--- src/logic/abe_pkg.sv ---
package abe_pkg;

  localparam int                ABE_PC_W        = 9;
  localparam logic [8:0]        ABE_PC_RESET    = 9'h000;
  localparam logic [7:0]        ABE_FLAGS_RESET = 8'h00;
  localparam logic [7:0]        ABE_ALL_ONES    = 8'hff;

  // status_flags_register bit positions
  localparam int                ABE_FLAG_C      = 0;
  localparam int                ABE_FLAG_Z      = 1;
  localparam int                ABE_FLAG_N      = 2;
  localparam int                ABE_FLAG_V      = 3;
  localparam int                ABE_FLAG_S      = 4;
  localparam int                ABE_FLAG_H      = 5;
  localparam int                ABE_FLAG_T      = 6;
  localparam int                ABE_FLAG_I      = 7;

  // cycle counts and program counter steps
  localparam logic [1:0]        ABE_CLK_SINGLE  = 2'h1;
  localparam logic [1:0]        ABE_CLK_TAKEN   = 2'h2;
  localparam logic [1:0]        ABE_CLK_GOTO    = 2'h2;
  localparam logic [1:0]        ABE_CLK_CALL    = 2'h3;
  localparam logic [8:0]        ABE_STEP_NEXT   = 9'h001;
  localparam logic [8:0]        ABE_STEP_SKIP1  = 9'h002;
  localparam logic [8:0]        ABE_STEP_SKIP2  = 9'h003;

  // register bus map
  localparam int                ABE_ADDR_W      = 4;
  localparam logic [3:0]        ABE_OFF_CTRL    = 4'h0;
  localparam logic [3:0]        ABE_OFF_FLAGS   = 4'h4;
  localparam logic [3:0]        ABE_OFF_PC      = 4'h8;
  localparam logic [3:0]        ABE_OFF_COUNT   = 4'hc;
  localparam logic              ABE_CTRL_RESET  = 1'h1;
  localparam logic              ABE_READY_RESET = 1'h1;
  localparam logic [1:0]        ABE_RESP_OKAY   = 2'h0;
  localparam logic [1:0]        ABE_RESP_SLVERR = 2'h2;

  typedef enum logic [2:0] {
    ABE_ALU_ADD = 3'h0,
    ABE_ALU_SUB = 3'h1,
    ABE_ALU_AND = 3'h2,
    ABE_ALU_OR  = 3'h3,
    ABE_ALU_XOR = 3'h4
  } abe_alu_t;

  typedef enum logic [0:0] {
    ABE_ST_IDLE  = 1'h0,
    ABE_ST_STALL = 1'h1
  } abe_state_t;

  typedef enum logic [5:0] {
    ABE_OP_NOP        = 6'h00, ABE_OP_ADD         = 6'h01, ABE_OP_ADD_CARRY  = 6'h02,
    ABE_OP_DIFF       = 6'h03, ABE_OP_DIFF_IMM    = 6'h04, ABE_OP_DIFF_BORROW = 6'h05,
    ABE_OP_DIFF_IMM_B = 6'h06, ABE_OP_CONJ        = 6'h07, ABE_OP_CONJ_IMM   = 6'h08,
    ABE_OP_DISJ       = 6'h09, ABE_OP_DISJ_IMM    = 6'h0a, ABE_OP_XDISJ      = 6'h0b,
    ABE_OP_MASK_HIGH  = 6'h0c, ABE_OP_MASK_LOW    = 6'h0d, ABE_OP_ZS_PROBE   = 6'h0e,
    ABE_OP_ZERO_FILL  = 6'h0f, ABE_OP_GOTO_REL    = 6'h10, ABE_OP_SUBCALL_REL = 6'h11,
    ABE_OP_EQ_SKIP    = 6'h12, ABE_OP_CMP_REGS    = 6'h13, ABE_OP_CMP_BORROW = 6'h14,
    ABE_OP_CMP_IMM    = 6'h15, ABE_OP_SKIP_REG_LO = 6'h16, ABE_OP_SKIP_REG_HI = 6'h17,
    ABE_OP_SKIP_IO_LO = 6'h18, ABE_OP_SKIP_IO_HI  = 6'h19, ABE_OP_BR_STAT_HI = 6'h1a,
    ABE_OP_BR_STAT_LO = 6'h1b, ABE_OP_BR_EQUAL    = 6'h1c, ABE_OP_BR_UNEQUAL = 6'h1d,
    ABE_OP_BR_CARRY_HI = 6'h1e, ABE_OP_BR_CARRY_LO = 6'h1f, ABE_OP_BR_UNS_GE = 6'h20,
    ABE_OP_BR_UNS_LT  = 6'h21, ABE_OP_BR_NEGATIVE = 6'h22, ABE_OP_BR_POSITIVE = 6'h23,
    ABE_OP_BR_SGN_GE  = 6'h24, ABE_OP_BR_SGN_LT   = 6'h25, ABE_OP_BR_HALF_HI = 6'h26,
    ABE_OP_BR_HALF_LO = 6'h27, ABE_OP_BR_TBIT_HI  = 6'h28, ABE_OP_BR_TBIT_LO = 6'h29,
    ABE_OP_BR_OVF_HI  = 6'h2a, ABE_OP_BR_OVF_LO   = 6'h2b, ABE_OP_BR_IRQ_EN  = 6'h2c,
    ABE_OP_BR_IRQ_DIS = 6'h2d
  } abe_op_t;

  typedef struct packed {
    abe_state_t  state;
    logic [1:0]  cnt;
    logic        ready;
    logic        busy;
    logic [8:0]  pc;
    logic [7:0]  flags;
    logic [7:0]  result;
    logic        wrEn;
    logic        done;
    logic        push;
    logic [8:0]  retAddr;
    logic        runEn;
    logic [15:0] opCount;
    logic        awReady;
    logic        awHeld;
    logic [3:0]  awAddr;
    logic        wReady;
    logic        wHeld;
    logic [31:0] wData;
    logic [3:0]  wStrb;
    logic        bValid;
    logic [1:0]  bResp;
    logic        arReady;
    logic        rValid;
    logic [31:0] rData;
    logic [1:0]  rResp;
  } abe_regs_t;

endpackage

--- src/logic/abe_alu_branch_execute.sv ---
`timescale 1ns/1ps
module abe_alu_branch_execute
  import abe_pkg::*;
(
  input  wire logic        clk,
  input  wire logic        rst,
  input  wire logic        opValid,
  input  wire abe_op_t     opCode,
  input  wire logic [7:0]  destData,
  input  wire logic [7:0]  srcData,
  input  wire logic [7:0]  immData,
  input  wire logic [2:0]  bitIndex,
  input  wire logic [7:0]  ioData,
  input  wire logic [11:0] relOffset,
  input  wire logic        nextTwoWord,
  output logic             opReady,
  output logic             busy,
  output logic             opDone,
  output logic [7:0]       resultData,
  output logic             resultWrite,
  output logic [8:0]       pcValue,
  output logic [7:0]       flagsValue,
  output logic             retPush,
  output logic [8:0]       retAddr,
  input  wire logic        awvalid,
  output logic             awready,
  input  wire logic [3:0]  awaddr,
  input  wire logic [2:0]  awprot,
  input  wire logic        wvalid,
  output logic             wready,
  input  wire logic [31:0] wdata,
  input  wire logic [3:0]  wstrb,
  output logic             bvalid,
  input  wire logic        bready,
  output logic [1:0]       bresp,
  input  wire logic        arvalid,
  output logic             arready,
  input  wire logic [3:0]  araddr,
  input  wire logic [2:0]  arprot,
  output logic             rvalid,
  input  wire logic        rready,
  output logic [31:0]      rdata,
  output logic [1:0]       rresp
);

  abe_regs_t  q;
  abe_regs_t  n;
  abe_alu_t   aluMode;
  logic [7:0] aluB;
  logic       aluCin;
  logic [7:0] aluRes;
  logic       aluC;
  logic       aluH;
  logic       aluV;
  logic       accept;
  logic       isArith;
  logic       isLogic;
  logic       writeBack;
  logic       chainZ;
  logic       isSkip;
  logic       isBranch;
  logic       cond;
  logic [8:0] relTarget;

  assign accept    = opValid & q.ready;
  assign relTarget = q.pc + relOffset[8:0] + ABE_STEP_NEXT;

  abe_alu_core u_alu (
    .opA       (destData),
    .opB       (aluB),
    .carryIn   (aluCin),
    .mode      (aluMode),
    .aluResult (aluRes),
    .carryOut  (aluC),
    .halfOut   (aluH),
    .ovfOut    (aluV)
  );

  // operation decode
  always_comb begin
    aluMode   = ABE_ALU_ADD;
    aluB      = srcData;
    aluCin    = 1'h0;
    isArith   = 1'h0;
    isLogic   = 1'h0;
    writeBack = 1'h0;
    chainZ    = 1'h0;
    isSkip    = 1'h0;
    isBranch  = 1'h0;
    cond      = 1'h0;
    case (opCode)
      ABE_OP_ADD, ABE_OP_ADD_CARRY: begin
        isArith   = 1'h1;
        writeBack = 1'h1;
        aluCin    = (opCode == ABE_OP_ADD_CARRY) & q.flags[ABE_FLAG_C];
      end
      ABE_OP_DIFF, ABE_OP_DIFF_IMM, ABE_OP_DIFF_BORROW, ABE_OP_DIFF_IMM_B,
      ABE_OP_CMP_REGS, ABE_OP_CMP_BORROW, ABE_OP_CMP_IMM: begin
        aluMode   = ABE_ALU_SUB;
        isArith   = 1'h1;
        writeBack = (opCode != ABE_OP_CMP_REGS) && (opCode != ABE_OP_CMP_BORROW) &&
                    (opCode != ABE_OP_CMP_IMM);
        chainZ    = (opCode == ABE_OP_DIFF_BORROW) || (opCode == ABE_OP_DIFF_IMM_B) ||
                    (opCode == ABE_OP_CMP_BORROW);
        aluCin    = chainZ & q.flags[ABE_FLAG_C];
        if ((opCode == ABE_OP_DIFF_IMM) || (opCode == ABE_OP_DIFF_IMM_B) ||
            (opCode == ABE_OP_CMP_IMM)) begin
          aluB = immData;
        end
      end
      ABE_OP_CONJ, ABE_OP_CONJ_IMM, ABE_OP_ZS_PROBE: begin
        aluMode = ABE_ALU_AND;
        aluB    = (opCode == ABE_OP_CONJ_IMM) ? immData :
                  (opCode == ABE_OP_ZS_PROBE) ? destData : srcData;
        isLogic = 1'h1;
        writeBack = 1'h1;
      end
      ABE_OP_DISJ, ABE_OP_DISJ_IMM, ABE_OP_MASK_HIGH: begin
        aluMode = ABE_ALU_OR;
        aluB    = (opCode == ABE_OP_DISJ) ? srcData : immData;
        isLogic = 1'h1;
        writeBack = 1'h1;
      end
      ABE_OP_MASK_LOW: begin
        aluMode = ABE_ALU_AND;
        aluB    = ABE_ALL_ONES - immData;
        isLogic = 1'h1;
        writeBack = 1'h1;
      end
      ABE_OP_XDISJ, ABE_OP_ZERO_FILL: begin
        aluMode = ABE_ALU_XOR;
        aluB    = (opCode == ABE_OP_ZERO_FILL) ? destData : srcData;
        isLogic = 1'h1;
        writeBack = 1'h1;
      end
      ABE_OP_EQ_SKIP: begin
        isSkip = 1'h1;
        cond   = (destData == srcData);
      end
      ABE_OP_SKIP_REG_LO, ABE_OP_SKIP_REG_HI: begin
        isSkip = 1'h1;
        cond   = destData[bitIndex] == (opCode == ABE_OP_SKIP_REG_HI);
      end
      ABE_OP_SKIP_IO_LO, ABE_OP_SKIP_IO_HI: begin
        isSkip = 1'h1;
        cond   = ioData[bitIndex] == (opCode == ABE_OP_SKIP_IO_HI);
      end
      ABE_OP_BR_STAT_HI, ABE_OP_BR_STAT_LO: begin
        isBranch = 1'h1;
        cond     = q.flags[bitIndex] == (opCode == ABE_OP_BR_STAT_HI);
      end
      ABE_OP_BR_EQUAL, ABE_OP_BR_UNEQUAL: begin
        isBranch = 1'h1;
        cond     = q.flags[ABE_FLAG_Z] == (opCode == ABE_OP_BR_EQUAL);
      end
      ABE_OP_BR_CARRY_HI, ABE_OP_BR_UNS_LT: begin
        isBranch = 1'h1;
        cond     = q.flags[ABE_FLAG_C];
      end
      ABE_OP_BR_CARRY_LO, ABE_OP_BR_UNS_GE: begin
        isBranch = 1'h1;
        cond     = ~q.flags[ABE_FLAG_C];
      end
      ABE_OP_BR_NEGATIVE, ABE_OP_BR_POSITIVE: begin
        isBranch = 1'h1;
        cond     = q.flags[ABE_FLAG_N] == (opCode == ABE_OP_BR_NEGATIVE);
      end
      ABE_OP_BR_SGN_GE, ABE_OP_BR_SGN_LT: begin
        isBranch = 1'h1;
        cond     = (q.flags[ABE_FLAG_N] ^ q.flags[ABE_FLAG_V]) ==
                   (opCode == ABE_OP_BR_SGN_LT);
      end
      ABE_OP_BR_HALF_HI, ABE_OP_BR_HALF_LO: begin
        isBranch = 1'h1;
        cond     = q.flags[ABE_FLAG_H] == (opCode == ABE_OP_BR_HALF_HI);
      end
      ABE_OP_BR_TBIT_HI, ABE_OP_BR_TBIT_LO: begin
        isBranch = 1'h1;
        cond     = q.flags[ABE_FLAG_T] == (opCode == ABE_OP_BR_TBIT_HI);
      end
      ABE_OP_BR_OVF_HI, ABE_OP_BR_OVF_LO: begin
        isBranch = 1'h1;
        cond     = q.flags[ABE_FLAG_V] == (opCode == ABE_OP_BR_OVF_HI);
      end
      ABE_OP_BR_IRQ_EN, ABE_OP_BR_IRQ_DIS: begin
        isBranch = 1'h1;
        cond     = q.flags[ABE_FLAG_I] == (opCode == ABE_OP_BR_IRQ_EN);
      end
      default: begin
        aluMode = ABE_ALU_ADD;
      end
    endcase
  end

  always_comb begin
    logic [1:0] clocks;
    clocks = ABE_CLK_SINGLE;
    n      = q;
    n.wrEn = 1'h0;
    n.done = 1'h0;
    n.push = 1'h0;
    // register bus: write side
    if (q.bValid && bready) begin
      n.bValid = 1'h0;
    end
    if (awvalid && q.awReady) begin
      n.awHeld = 1'h1;
      n.awAddr = awaddr;
    end
    if (wvalid && q.wReady) begin
      n.wHeld = 1'h1;
      n.wData = wdata;
      n.wStrb = wstrb;
    end
    if (q.awHeld && q.wHeld && !q.bValid) begin
      n.awHeld = 1'h0;
      n.wHeld  = 1'h0;
      n.bValid = 1'h1;
      n.bResp  = ABE_RESP_OKAY;
      case (q.awAddr)
        ABE_OFF_CTRL:  if (q.wStrb[0]) n.runEn = q.wData[0];
        ABE_OFF_FLAGS: if (q.wStrb[0]) n.flags = q.wData[7:0];
        ABE_OFF_PC: begin
          if (q.wStrb[0]) n.pc[7:0] = q.wData[7:0];
          if (q.wStrb[1]) n.pc[8]   = q.wData[8];
        end
        ABE_OFF_COUNT: n.bResp = ABE_RESP_OKAY;
        default:       n.bResp = ABE_RESP_SLVERR;
      endcase
    end
    n.awReady = ~n.awHeld;
    n.wReady  = ~n.wHeld;
    // register bus: read side
    if (q.rValid && rready) begin
      n.rValid = 1'h0;
    end
    if (arvalid && q.arReady) begin
      n.rValid = 1'h1;
      n.rResp  = ABE_RESP_OKAY;
      case (araddr)
        ABE_OFF_CTRL:  n.rData = {31'h0000_0000, q.runEn};
        ABE_OFF_FLAGS: n.rData = {24'h00_0000, q.flags};
        ABE_OFF_PC:    n.rData = {23'h00_0000, q.pc};
        ABE_OFF_COUNT: n.rData = {16'h0000, q.opCount};
        default: begin
          n.rData = 32'h0000_0000;
          n.rResp = ABE_RESP_SLVERR;
        end
      endcase
    end
    n.arReady = ~n.rValid;
    // execution; wins over a bus write in the same cycle
    case (q.state)
      ABE_ST_IDLE: begin
        if (accept) begin
          n.opCount = q.opCount + 16'h0001;
          n.result  = aluRes;
          n.wrEn    = writeBack;
          if (isArith) begin
            n.flags[ABE_FLAG_C] = aluC;
            n.flags[ABE_FLAG_H] = aluH;
            n.flags[ABE_FLAG_V] = aluV;
            n.flags[ABE_FLAG_N] = aluRes[7];
            n.flags[ABE_FLAG_Z] = (aluRes == 8'h00) & (~chainZ | q.flags[ABE_FLAG_Z]);
            n.flags[ABE_FLAG_S] = aluRes[7] ^ aluV;
          end else if (isLogic) begin
            n.flags[ABE_FLAG_V] = 1'h0;
            n.flags[ABE_FLAG_N] = aluRes[7];
            n.flags[ABE_FLAG_Z] = (aluRes == 8'h00);
            n.flags[ABE_FLAG_S] = aluRes[7];
          end
          if ((opCode == ABE_OP_GOTO_REL) || (opCode == ABE_OP_SUBCALL_REL)) begin
            n.pc   = relTarget;
            clocks = (opCode == ABE_OP_GOTO_REL) ? ABE_CLK_GOTO : ABE_CLK_CALL;
            n.push = (opCode == ABE_OP_SUBCALL_REL);
            n.retAddr = q.pc + ABE_STEP_NEXT;
          end else if (isSkip && cond) begin
            n.pc   = q.pc + (nextTwoWord ? ABE_STEP_SKIP2 : ABE_STEP_SKIP1);
            clocks = ABE_CLK_TAKEN;
          end else if (isBranch && cond) begin
            n.pc   = relTarget;
            clocks = ABE_CLK_TAKEN;
          end else begin
            n.pc   = q.pc + ABE_STEP_NEXT;
          end
          if (clocks == ABE_CLK_SINGLE) begin
            n.done = 1'h1;
          end else begin
            n.state = ABE_ST_STALL;
            n.cnt   = clocks - 2'h2;
          end
        end
      end
      ABE_ST_STALL: begin
        if (q.cnt == 2'h0) begin
          n.state = ABE_ST_IDLE;
          n.done  = 1'h1;
        end else begin
          n.cnt = q.cnt - 2'h1;
        end
      end
      default: n.state = ABE_ST_IDLE;
    endcase
    n.busy  = (n.state == ABE_ST_STALL);
    n.ready = (n.state == ABE_ST_IDLE) & n.runEn;
  end

  always_ff @(posedge clk or posedge rst) begin
    if (rst) begin
      q         <= '0;
      q.state   <= ABE_ST_IDLE;
      q.pc      <= ABE_PC_RESET;
      q.flags   <= ABE_FLAGS_RESET;
      q.runEn   <= ABE_CTRL_RESET;
      q.ready   <= ABE_CTRL_RESET;
      q.awReady <= ABE_READY_RESET;
      q.wReady  <= ABE_READY_RESET;
      q.arReady <= ABE_READY_RESET;
    end else begin
      q <= n;
    end
  end

  assign opReady     = q.ready;
  assign busy        = q.busy;
  assign opDone      = q.done;
  assign resultData  = q.result;
  assign resultWrite = q.wrEn;
  assign pcValue     = q.pc;
  assign flagsValue  = q.flags;
  assign retPush     = q.push;
  assign retAddr     = q.retAddr;
  assign awready     = q.awReady;
  assign wready      = q.wReady;
  assign bvalid      = q.bValid;
  assign bresp       = q.bResp;
  assign arready     = q.arReady;
  assign rvalid      = q.rValid;
  assign rdata       = q.rData;
  assign rresp       = q.rResp;
endmodule

--- src/logic/abe_alu_core.sv ---
`timescale 1ns/1ps
module abe_alu_core
  import abe_pkg::*;
(
  input  wire logic [7:0] opA,
  input  wire logic [7:0] opB,
  input  wire logic       carryIn,
  input  wire abe_alu_t   mode,
  output logic      [7:0] aluResult,
  output logic            carryOut,
  output logic            halfOut,
  output logic            ovfOut
);

  logic [8:0] wide;

  always_comb begin
    wide      = 9'h000;
    aluResult = 8'h00;
    carryOut  = 1'h0;
    halfOut   = 1'h0;
    ovfOut    = 1'h0;
    case (mode)
      ABE_ALU_ADD: begin
        wide      = {1'h0, opA} + {1'h0, opB} + {8'h00, carryIn};
        aluResult = wide[7:0];
        carryOut  = wide[8];
        halfOut   = (opA[3] & opB[3]) | (opB[3] & ~aluResult[3]) | (~aluResult[3] & opA[3]);
        ovfOut    = (opA[7] & opB[7] & ~aluResult[7]) | (~opA[7] & ~opB[7] & aluResult[7]);
      end
      ABE_ALU_SUB: begin
        wide      = {1'h0, opA} - {1'h0, opB} - {8'h00, carryIn};
        aluResult = wide[7:0];
        carryOut  = wide[8];
        halfOut   = (~opA[3] & opB[3]) | (opB[3] & aluResult[3]) | (aluResult[3] & ~opA[3]);
        ovfOut    = (opA[7] & ~opB[7] & ~aluResult[7]) | (~opA[7] & opB[7] & aluResult[7]);
      end
      ABE_ALU_AND: aluResult = opA & opB;
      ABE_ALU_OR:  aluResult = opA | opB;
      ABE_ALU_XOR: aluResult = opA ^ opB;
      default:     aluResult = 8'h00;
    endcase
  end

endmodule

--- config.mk ---
export PLATFORM = sky130hd
export DESIGN_NAME = abe_alu_branch_execute
export DESIGN_NICKNAME = d
export VERILOG_FILES = /design/src/logic/abe_pkg.sv /design/src/logic/abe_alu_branch_execute.sv /design/src/logic/abe_alu_core.sv
export SDC_FILE = /design/constraint.sdc
export NUM_CORES = 1
export LEC_CHECK = 0
export BUFFER_PORTS_ARGS = -buffer_cell sky130_fd_sc_hd__buf_2
export CAP_MARGIN = 30
export CORE_ASPECT_RATIO = 0.9
export CORE_MARGIN = 1
export CORE_UTILIZATION = 39
export DETAILED_ROUTE_END_ITERATION = 8
export HOLD_SLACK_MARGIN = 0.12
export PLACE_DENSITY = 0.65
export SYNTH_ARGS = -nofsm -noshare
export SYNTH_HDL_FRONTEND = slang
export SYNTH_HIERARCHICAL = 1
export SYNTH_SLANG_ARGS = --single-unit
--- constraint.sdc ---
create_clock -name clk -period 4.6 [get_ports clk]
set_input_delay 0.92 -clock clk [delete_from_list [all_inputs] [get_ports clk]]
set_output_delay 0.92 -clock clk [all_outputs]
set_load 0.01 [all_outputs]
==> impl_metrics.env, run 1 <==
export IMPL_busiest_layer="met2"
export IMPL_synthesis_yosys_warnings=6
export IMPL_yosys_area_share_simple=0.157
export IMPL_via_per_inst=5.27
export IMPL_use_met1=0.293
export IMPL_met2_usage=0.345
export IMPL_synth_top_family_by_area="compound AO/OA/AOI/OAI gates"
export IMPL_core_area_sq_um=20300
export IMPL_synth_fa_ha_area_frac=0.0844
export IMPL_drt_total_wl_microns=22400
export IMPL_area_growth_pct=18.8
export IMPL_antenna_cells=0
export IMPL_min_from="q[98]"
export IMPL_reg2reg_from="flagsValue[0]"
export IMPL_clock_root_buffer="clkbuf_16"
export IMPL_hold_depth=1
export IMPL_grt_util_all_layers=0.212
export IMPL_drt_drc_violations_left=0
export IMPL_maxSlewViolCount=0
export IMPL_layout_common_cells="137 x buf_2, 99 x nand2_1, 94 x buf_4, 93 x dfrtp_1"
export IMPL_grt_pass1_wl_microns=36100
export IMPL_cts_inserted_buffers=9
export IMPL_grt_max_degree=77
export IMPL_vias=7208
export IMPL_p_leak_uw=0.00464
export IMPL_synth_main_ff_cell="dfrtp_1"
export IMPL_placedCellCount=1347
export IMPL_drt_iter0_markers=471
export IMPL_dieArea_sq_um=21700
export IMPL_critical_path_required_ns=4.88
export IMPL_fp_dieH_microns=140
export IMPL_ios=192
export IMPL_tightest_slew_ns=0.846
export IMPL_synth_xor_area_frac=0.0586
export IMPL_ys_seq_area_frac=0.299
export IMPL_postLayoutCoreUtil=0.481
export IMPL_clk_latency_ns=0.36
export IMPL_fin_area_sq_um=9760
export IMPL_antenna_found_initial=0
export IMPL_fillers=2025
export IMPL_worstSetupPathType="primary input to flop"
export IMPL_end_kind="flop"
export IMPL_yosysUniqueCellTypes=82
export IMPL_cap_violations=0
export IMPL_slowest_delay_ns=0.28
export IMPL_start_util=0.405
export IMPL_grt_overflow=0
export IMPL_power_density_nw_per_um2=410
export IMPL_path_max_fanout=6
export IMPL_synth_cell_area_sq_um=8220
export IMPL_worst_hold_path_type="flop to flop"
export IMPL_post_dp_cell_area_sq_um=9330
export IMPL_grt_pass1_vias=6889
export IMPL_antenna_left=0
export IMPL_crit_chain="clkbuf_4 -> buf_4 -> a21oi_1 -> o22ai_1 -> nand2_1 -> a21oi_2 -> buf_4 -> or2_2 -> nand2_1 -> o211ai_1 -> inv_1 -> ha_4 -> ha_4 -> nor4_4 -> a22oi_2 -> and4b_1 -> a311oi_2 -> o22a_1 -> nand2_1 -> nor4_2 -> buf_4 -> a31oi_1 -> o22ai_1"
export IMPL_h_tree_depth=3
export IMPL_drt_first_pass_iters=7
export IMPL_synth_compound_area_frac=0.177
export IMPL_avgSynthCellArea_sq_um=8.83
export IMPL_layout_commonest_cell="buf_2"
export IMPL_synth_enable_flop_cells=0
export IMPL_async_reset_ff_frac=1.00
export IMPL_holdPathEnd="q[98]"
export IMPL_peakVddDrop_mv=0.216
export IMPL_r2r_setup_slack_ns=1.21
export IMPL_ys_ff_latch=98
export IMPL_synth_mux_area_frac=0.106
export IMPL_period_minus_slack_ns=4.37
export IMPL_outcome="finished, final reports clean"
export IMPL_setup_viol=0
export IMPL_detail_route_wl_per_cell_microns=16.4
export IMPL_place_gp_congestion=0.913
export IMPL_clock_sinks=98
export IMPL_worst_r2r_cell_count=14
export IMPL_nets=1245
export IMPL_rsz0062_at_grt="false"
export IMPL_finalHoldViolCount=0
export IMPL_hpwlAfterDp_microns=17700
export IMPL_fmax_mhz=229
export IMPL_cts_tree="done"
export IMPL_timing_setup_tns_ns=0
export IMPL_clk_pin_slew_ns=0.07
export IMPL_fin_cells=1367
export IMPL_worstReg2RegEnd="flagsValue[1]"
export IMPL_post_route_period_util=0.951
export IMPL_clock_path_buffers=2
export IMPL_port_buffers=139
export IMPL_cp_data_arrival_time_ns=4.65
export IMPL_worst_clock_skew_ns=0.0147
export IMPL_grt_use_met3=0.0218
export IMPL_netlist_instances=931
export IMPL_cp_start_kind="primary input"
export IMPL_rows=49
export IMPL_drive_gt1_frac=0.315
export IMPL_p_total_uw=4000
export IMPL_slew_headroom=0.436
export IMPL_die_x_microns=155
export IMPL_critical_path_slowest_cell="or2_2"
sequential cells by signal, summed over array words and instances (netlist names), 8 cells and up:
register    cells
pcValue         9
q              36
rdata          16
retAddr         9
resultData      8
flagsValue      8
kinds of logic after synthesis:
kind of cell | count (synthesis)
buffers and inverters | 164
xor gates and xnor gates | 55
adders and majority gates | 52
and+or+nand+nor | 266
DFF | 98
muxes | 74
other | 1
AOI/OAI and AO/OA | 221
cell usage after synthesis, drive strengths merged, types with 3 or more instances:
cell | count | area share
nand2 | 100 | 0.046
dfrtp | 93 | 0.28
buf | 87 | 0.080
o21ai | 64 | 0.039
nor2 | 58 | 0.027
a21oi | 51 | 0.033
inv | 49 | 0.022
ha | 45 | 0.069
mux2 | 37 | 0.051
mux2i | 30 | 0.037
xnor2 | 29 | 0.031
clkbuf | 27 | 0.014
xor2 | 26 | 0.028
a22oi | 17 | 0.016
nand3 | 16 | 0.0097
nor3 | 14 | 0.0091
nand4 | 12 | 0.011
a22o | 11 | 0.012
o22ai | 11 | 0.0084
and3 | 10 | 0.0076
nand2b | 10 | 0.0076
nor2b | 9 | 0.0069
a31oi | 7 | 0.0053
mux4 | 7 | 0.019
or2 | 7 | 0.0053
fa | 6 | 0.015
nor4 | 6 | 0.0053
or3 | 6 | 0.0046
dfstp | 5 | 0.016
o211ai | 5 | 0.0046
o21a | 5 | 0.0046
o221ai | 5 | 0.0053
a211oi | 4 | 0.0037
a21o | 4 | 0.0037
a222oi | 4 | 0.0049
and2 | 4 | 0.0030
o21bai | 4 | 0.0037
a2111oi | 3 | 0.0032
a221oi | 3 | 0.0032
a32o | 3 | 0.0037
and2b | 3 | 0.0029
nand3b | 3 | 0.0027
per-layer routing:
layer	share of wire	up-vias
met4	0.019	0
met3	0.048	23
met1	0.47	3445
li1	-	3520
met2	0.46	220
met5	0	-
power breakdown:
part | switching (uW) | leakage (uW) | internal [uW]
sequential | 331 | 0.00124 | 1110
combinational | 938 | 0.00325 | 864
clock | 374 | 0.000146 | 383
worst max-delay path, delay by kind of cell:
family / cells / cell delay [ns]
fa+ha+maj: 2 / 0.39
compound gates: 9 / 1.26
simple gates: 7 / 1.30
buf+inv: 5 / 0.77
through the flow:
step / hold slack (ns) / worst slack (ns)
floorplan: 0.435 / 0.0271
global placement: 0.457 / -0.198
detailed placement: 0.463 / -0.307
CTS: 0.477 / 0.0605
global route: 0.489 / 0.00233
finish: 0.473 / 0.226
how the worst max path moves through the flow:
stage	from	end	slack (ns)	cells after the start
finish	opCode[0]	flagsValue[1]	0.23	23
global route	opCode[4]	flagsValue[1]	0.002	23
CTS	opCode[1]	flagsValue[1]	0.06	19
detailed placement	opCode[1]	flagsValue[1]	-0.31	19
global placement	opCode[1]	flagsValue[1]	-0.20	19
floorplan	opCode[3]	flagsValue[1]	0.03	20
layout make-up:
type	count	area, sq um	share of cell area
Tap cell	280	350	0.0359
Sequential cell	98	2460	0.252
Clock inverter	7	71.3	0.00730
Clock buffer	9	225	0.0231
Inverter	50	194	0.0199
Multi-Input combinational cell	686	5000	0.512
Timing Repair Buffer	237	1470	0.150
what timing repair did:
item                                   4_1_cts  5_1_grt
endpoints found under the hold margin        0        0
gates resized for setup                      0       27
hold buffers                                 0        0
setup endpoints to repair                    0        2
setup buffers                                0        3
No activity file was read; power rests on OpenSTA's default activity.
==> run 2: changes to the inputs <==
--- a/config.mk
+++ b/config.mk
@@ -13,6 +13,7 @@
 export DETAILED_ROUTE_END_ITERATION = 8
 export HOLD_SLACK_MARGIN = 0.12
 export PLACE_DENSITY = 0.65
+export SLEW_MARGIN = 10
 export SYNTH_ARGS = -nofsm -noshare
 export SYNTH_HDL_FRONTEND = slang
 export SYNTH_HIERARCHICAL = 1
==> constraint.sdc (replaced) <==
create_clock -name clk -period 4.8 [get_ports clk]
set_input_delay 0.96 -clock clk [delete_from_list [all_inputs] [get_ports clk]]
set_output_delay 0.96 -clock clk [all_outputs]
set_load 0.01 [all_outputs]
==> impl_metrics.env, run 2 (synthesis results as in run 1) <==
export IMPL_cp_data_arrival_time_ns=4.79
export IMPL_drive_gt1_frac=0.290
export IMPL_clock_sinks=98
export IMPL_grt_util_all_layers=0.213
export IMPL_via_per_inst=5.30
export IMPL_post_route_period_util=0.942
export IMPL_grt_overflow=0
export IMPL_grt_pass1_vias=6866
export IMPL_outcome="finished, final reports clean"
export IMPL_p_seq_frac=0.359
export IMPL_tightest_slew_ns=0.885
export IMPL_power_share_clock=0.194
export IMPL_postCtsHoldBufs=0
export IMPL_place_ws_ns=-0.0919
export IMPL_cp_start_kind="primary input"
export IMPL_start_util=0.405
export IMPL_p_sw_frac=0.403
export IMPL_maxSlewViolCount=0
export IMPL_antenna_left=0
export IMPL_internal_power_uw=2290
export IMPL_power_switching_uw=1540
export IMPL_cap_violations=0
export IMPL_grt_pass1_wl_microns=36500
export IMPL_hpwlAfterDp_microns=17700
export IMPL_postLayoutCoreUtil=0.471
export IMPL_h_tree_depth=3
export IMPL_fillers=1997
export IMPL_port_buffers=139
export IMPL_core_area_sq_um=20300
export IMPL_antenna_found_initial=1
export IMPL_rows=49
export IMPL_worstReg2RegEnd="flagsValue[1]"
export IMPL_path_max_fanout=6
export IMPL_period_minus_slack_ns=4.52
export IMPL_p_total_uw=3830
export IMPL_ios=192
export IMPL_drt_total_wl_microns=22500
export IMPL_nets=1236
export IMPL_detail_route_wl_per_cell_microns=16.6
export IMPL_worstSetupPathType="primary input to flop"
export IMPL_multi_input_area_sq_um=4890
export IMPL_place_gp_congestion=0.912
export IMPL_layout_commonest_cell="buf_2"
export IMPL_fp_dieH_microns=140
export IMPL_clk_pin_slew_ns=0.07
export IMPL_drt_drc_violations_left=0
export IMPL_power_density_nw_per_um2=400
export IMPL_fin_area_sq_um=9570
export IMPL_clk_latency_ns=0.35
export IMPL_r2r_setup_slack_ns=1.31
export IMPL_finalHoldViolCount=0
export IMPL_dieArea_sq_um=21700
export IMPL_holdPathEnd="retAddr[5]"
export IMPL_rsz0062_at_grt="false"
export IMPL_hold_depth=2
export IMPL_fmax_mhz=221
export IMPL_layout_common_cells="139 x buf_2, 100 x nand2_1, 93 x dfrtp_1, 88 x buf_4, 57 x o21ai_0"
export IMPL_ff_latch_area_sq_um=2460
export IMPL_peakVddDrop_mv=0.230
export IMPL_clock_root_buffer="clkbuf_16"
export IMPL_largest_register_ffs=36
export IMPL_slew_headroom=0.409
export IMPL_min_from="retAddr[5]"
export IMPL_combPwrFrac=0.447
export IMPL_area_growth_pct=16.4
export IMPL_p_leak_uw=0.00457
export IMPL_vias=7198
export IMPL_worst_r2r_cell_count=13
export IMPL_drt_iter0_markers=426
export IMPL_cts_inserted_buffers=9
export IMPL_setup_slack_ns=0.277
export IMPL_post_dp_cell_area_sq_um=9230
export IMPL_critical_path_required_ns=5.06
export IMPL_reg2reg_from="flagsValue[0]"
export IMPL_worst_hold_path_type="flop to flop"
export IMPL_worst_clock_skew_ns=0.0109
export IMPL_clock_path_buffers=2
export IMPL_top_register="q"
export IMPL_cts_tree="done"
export IMPL_drt_first_pass_iters=5
export IMPL_grt_max_degree=74
export IMPL_setup_viol=0
export IMPL_die_x_microns=155
export IMPL_hold_worst_slack_ns=0.474
export IMPL_end_kind="flop"
[run 2: layer usage]
| metal | global-route usage | part of all wire |
|---|---|---|
| met1 | 0.288 | 0.47 |
| met3 | 0.0402 | 0.051 |
| met4 | 0.0688 | 0.024 |
| met2 | 0.342 | 0.46 |
| met5 | 0 | 0 |
[run 2: worst max-delay path, cell delays in order]
cell      delay [ns]
buf_2           0.13
clkinv_1        0.17
nor2_1          0.16
and3_1          0.20
o21bai_1        0.10
a221oi_1        0.29
o211ai_1        0.17
buf_4           0.18
fa_1            0.55
inv_1           0.06
ha_1            0.17
o21ai_1         0.21
a22oi_2         0.11
buf_4           0.15
xor2_1          0.13
a222oi_1        0.27
o21ai_0         0.22
nor4_2          0.31
a31oi_1         0.12
o22ai_1         0.13
[run 2: how the worst max path moves through the flow]
stage | to | startpoint | depth (start not counted) | slack, ns
after floorplan | flagsValue[1] | opCode[3] | 20 | 0.01
after global placement | flagsValue[1] | opCode[0] | 20 | -0.08
after detailed placement | flagsValue[1] | opCode[0] | 20 | -0.09
after CTS | flagsValue[1] | opCode[0] | 20 | 0.25
after global routing | flagsValue[1] | opCode[0] | 21 | 0.03
final | flagsValue[1] | opCode[0] | 20 | 0.28
[run 2: cell type report]
| type | instances | area share |
|---|---|---|
| diodes | 1 | 0.000262 |
| clock buffers | 10 | 0.0239 |
| clock inverters | 6 | 0.00772 |
| inverters | 50 | 0.0199 |
| multi-input cells | 686 | 0.511 |
| flip-flops and latches | 98 | 0.257 |
| well taps | 280 | 0.0366 |
| repair buffers | 228 | 0.144 |
[run 2: through the flow]
step           TNS, ns  cells
2_1_floorplan        0    948
3_3_place_gp   -0.0799   1341
3_5_place_dp    -0.128   1341
4_1_cts              0   1357
5_1_grt              0   1359
6_report             0   1359
[run 2: what timing repair did]
action | CTS | global route
setup buffers | 0 | 0
endpoints found under the setup margin | 0 | 1
resized for setup | 0 | 3
[run 2: power groups by stage]
stage	Sequential (uW)	Clock [uW]	Combinational, uW
3_5_place_dp	1390	0	1700
6_report	1380	742	1710
2_1_floorplan	1250	0	1360
4_1_cts	1370	762	1700
3_3_place_gp	1380	0	1670
5_1_grt	1410	795	1910
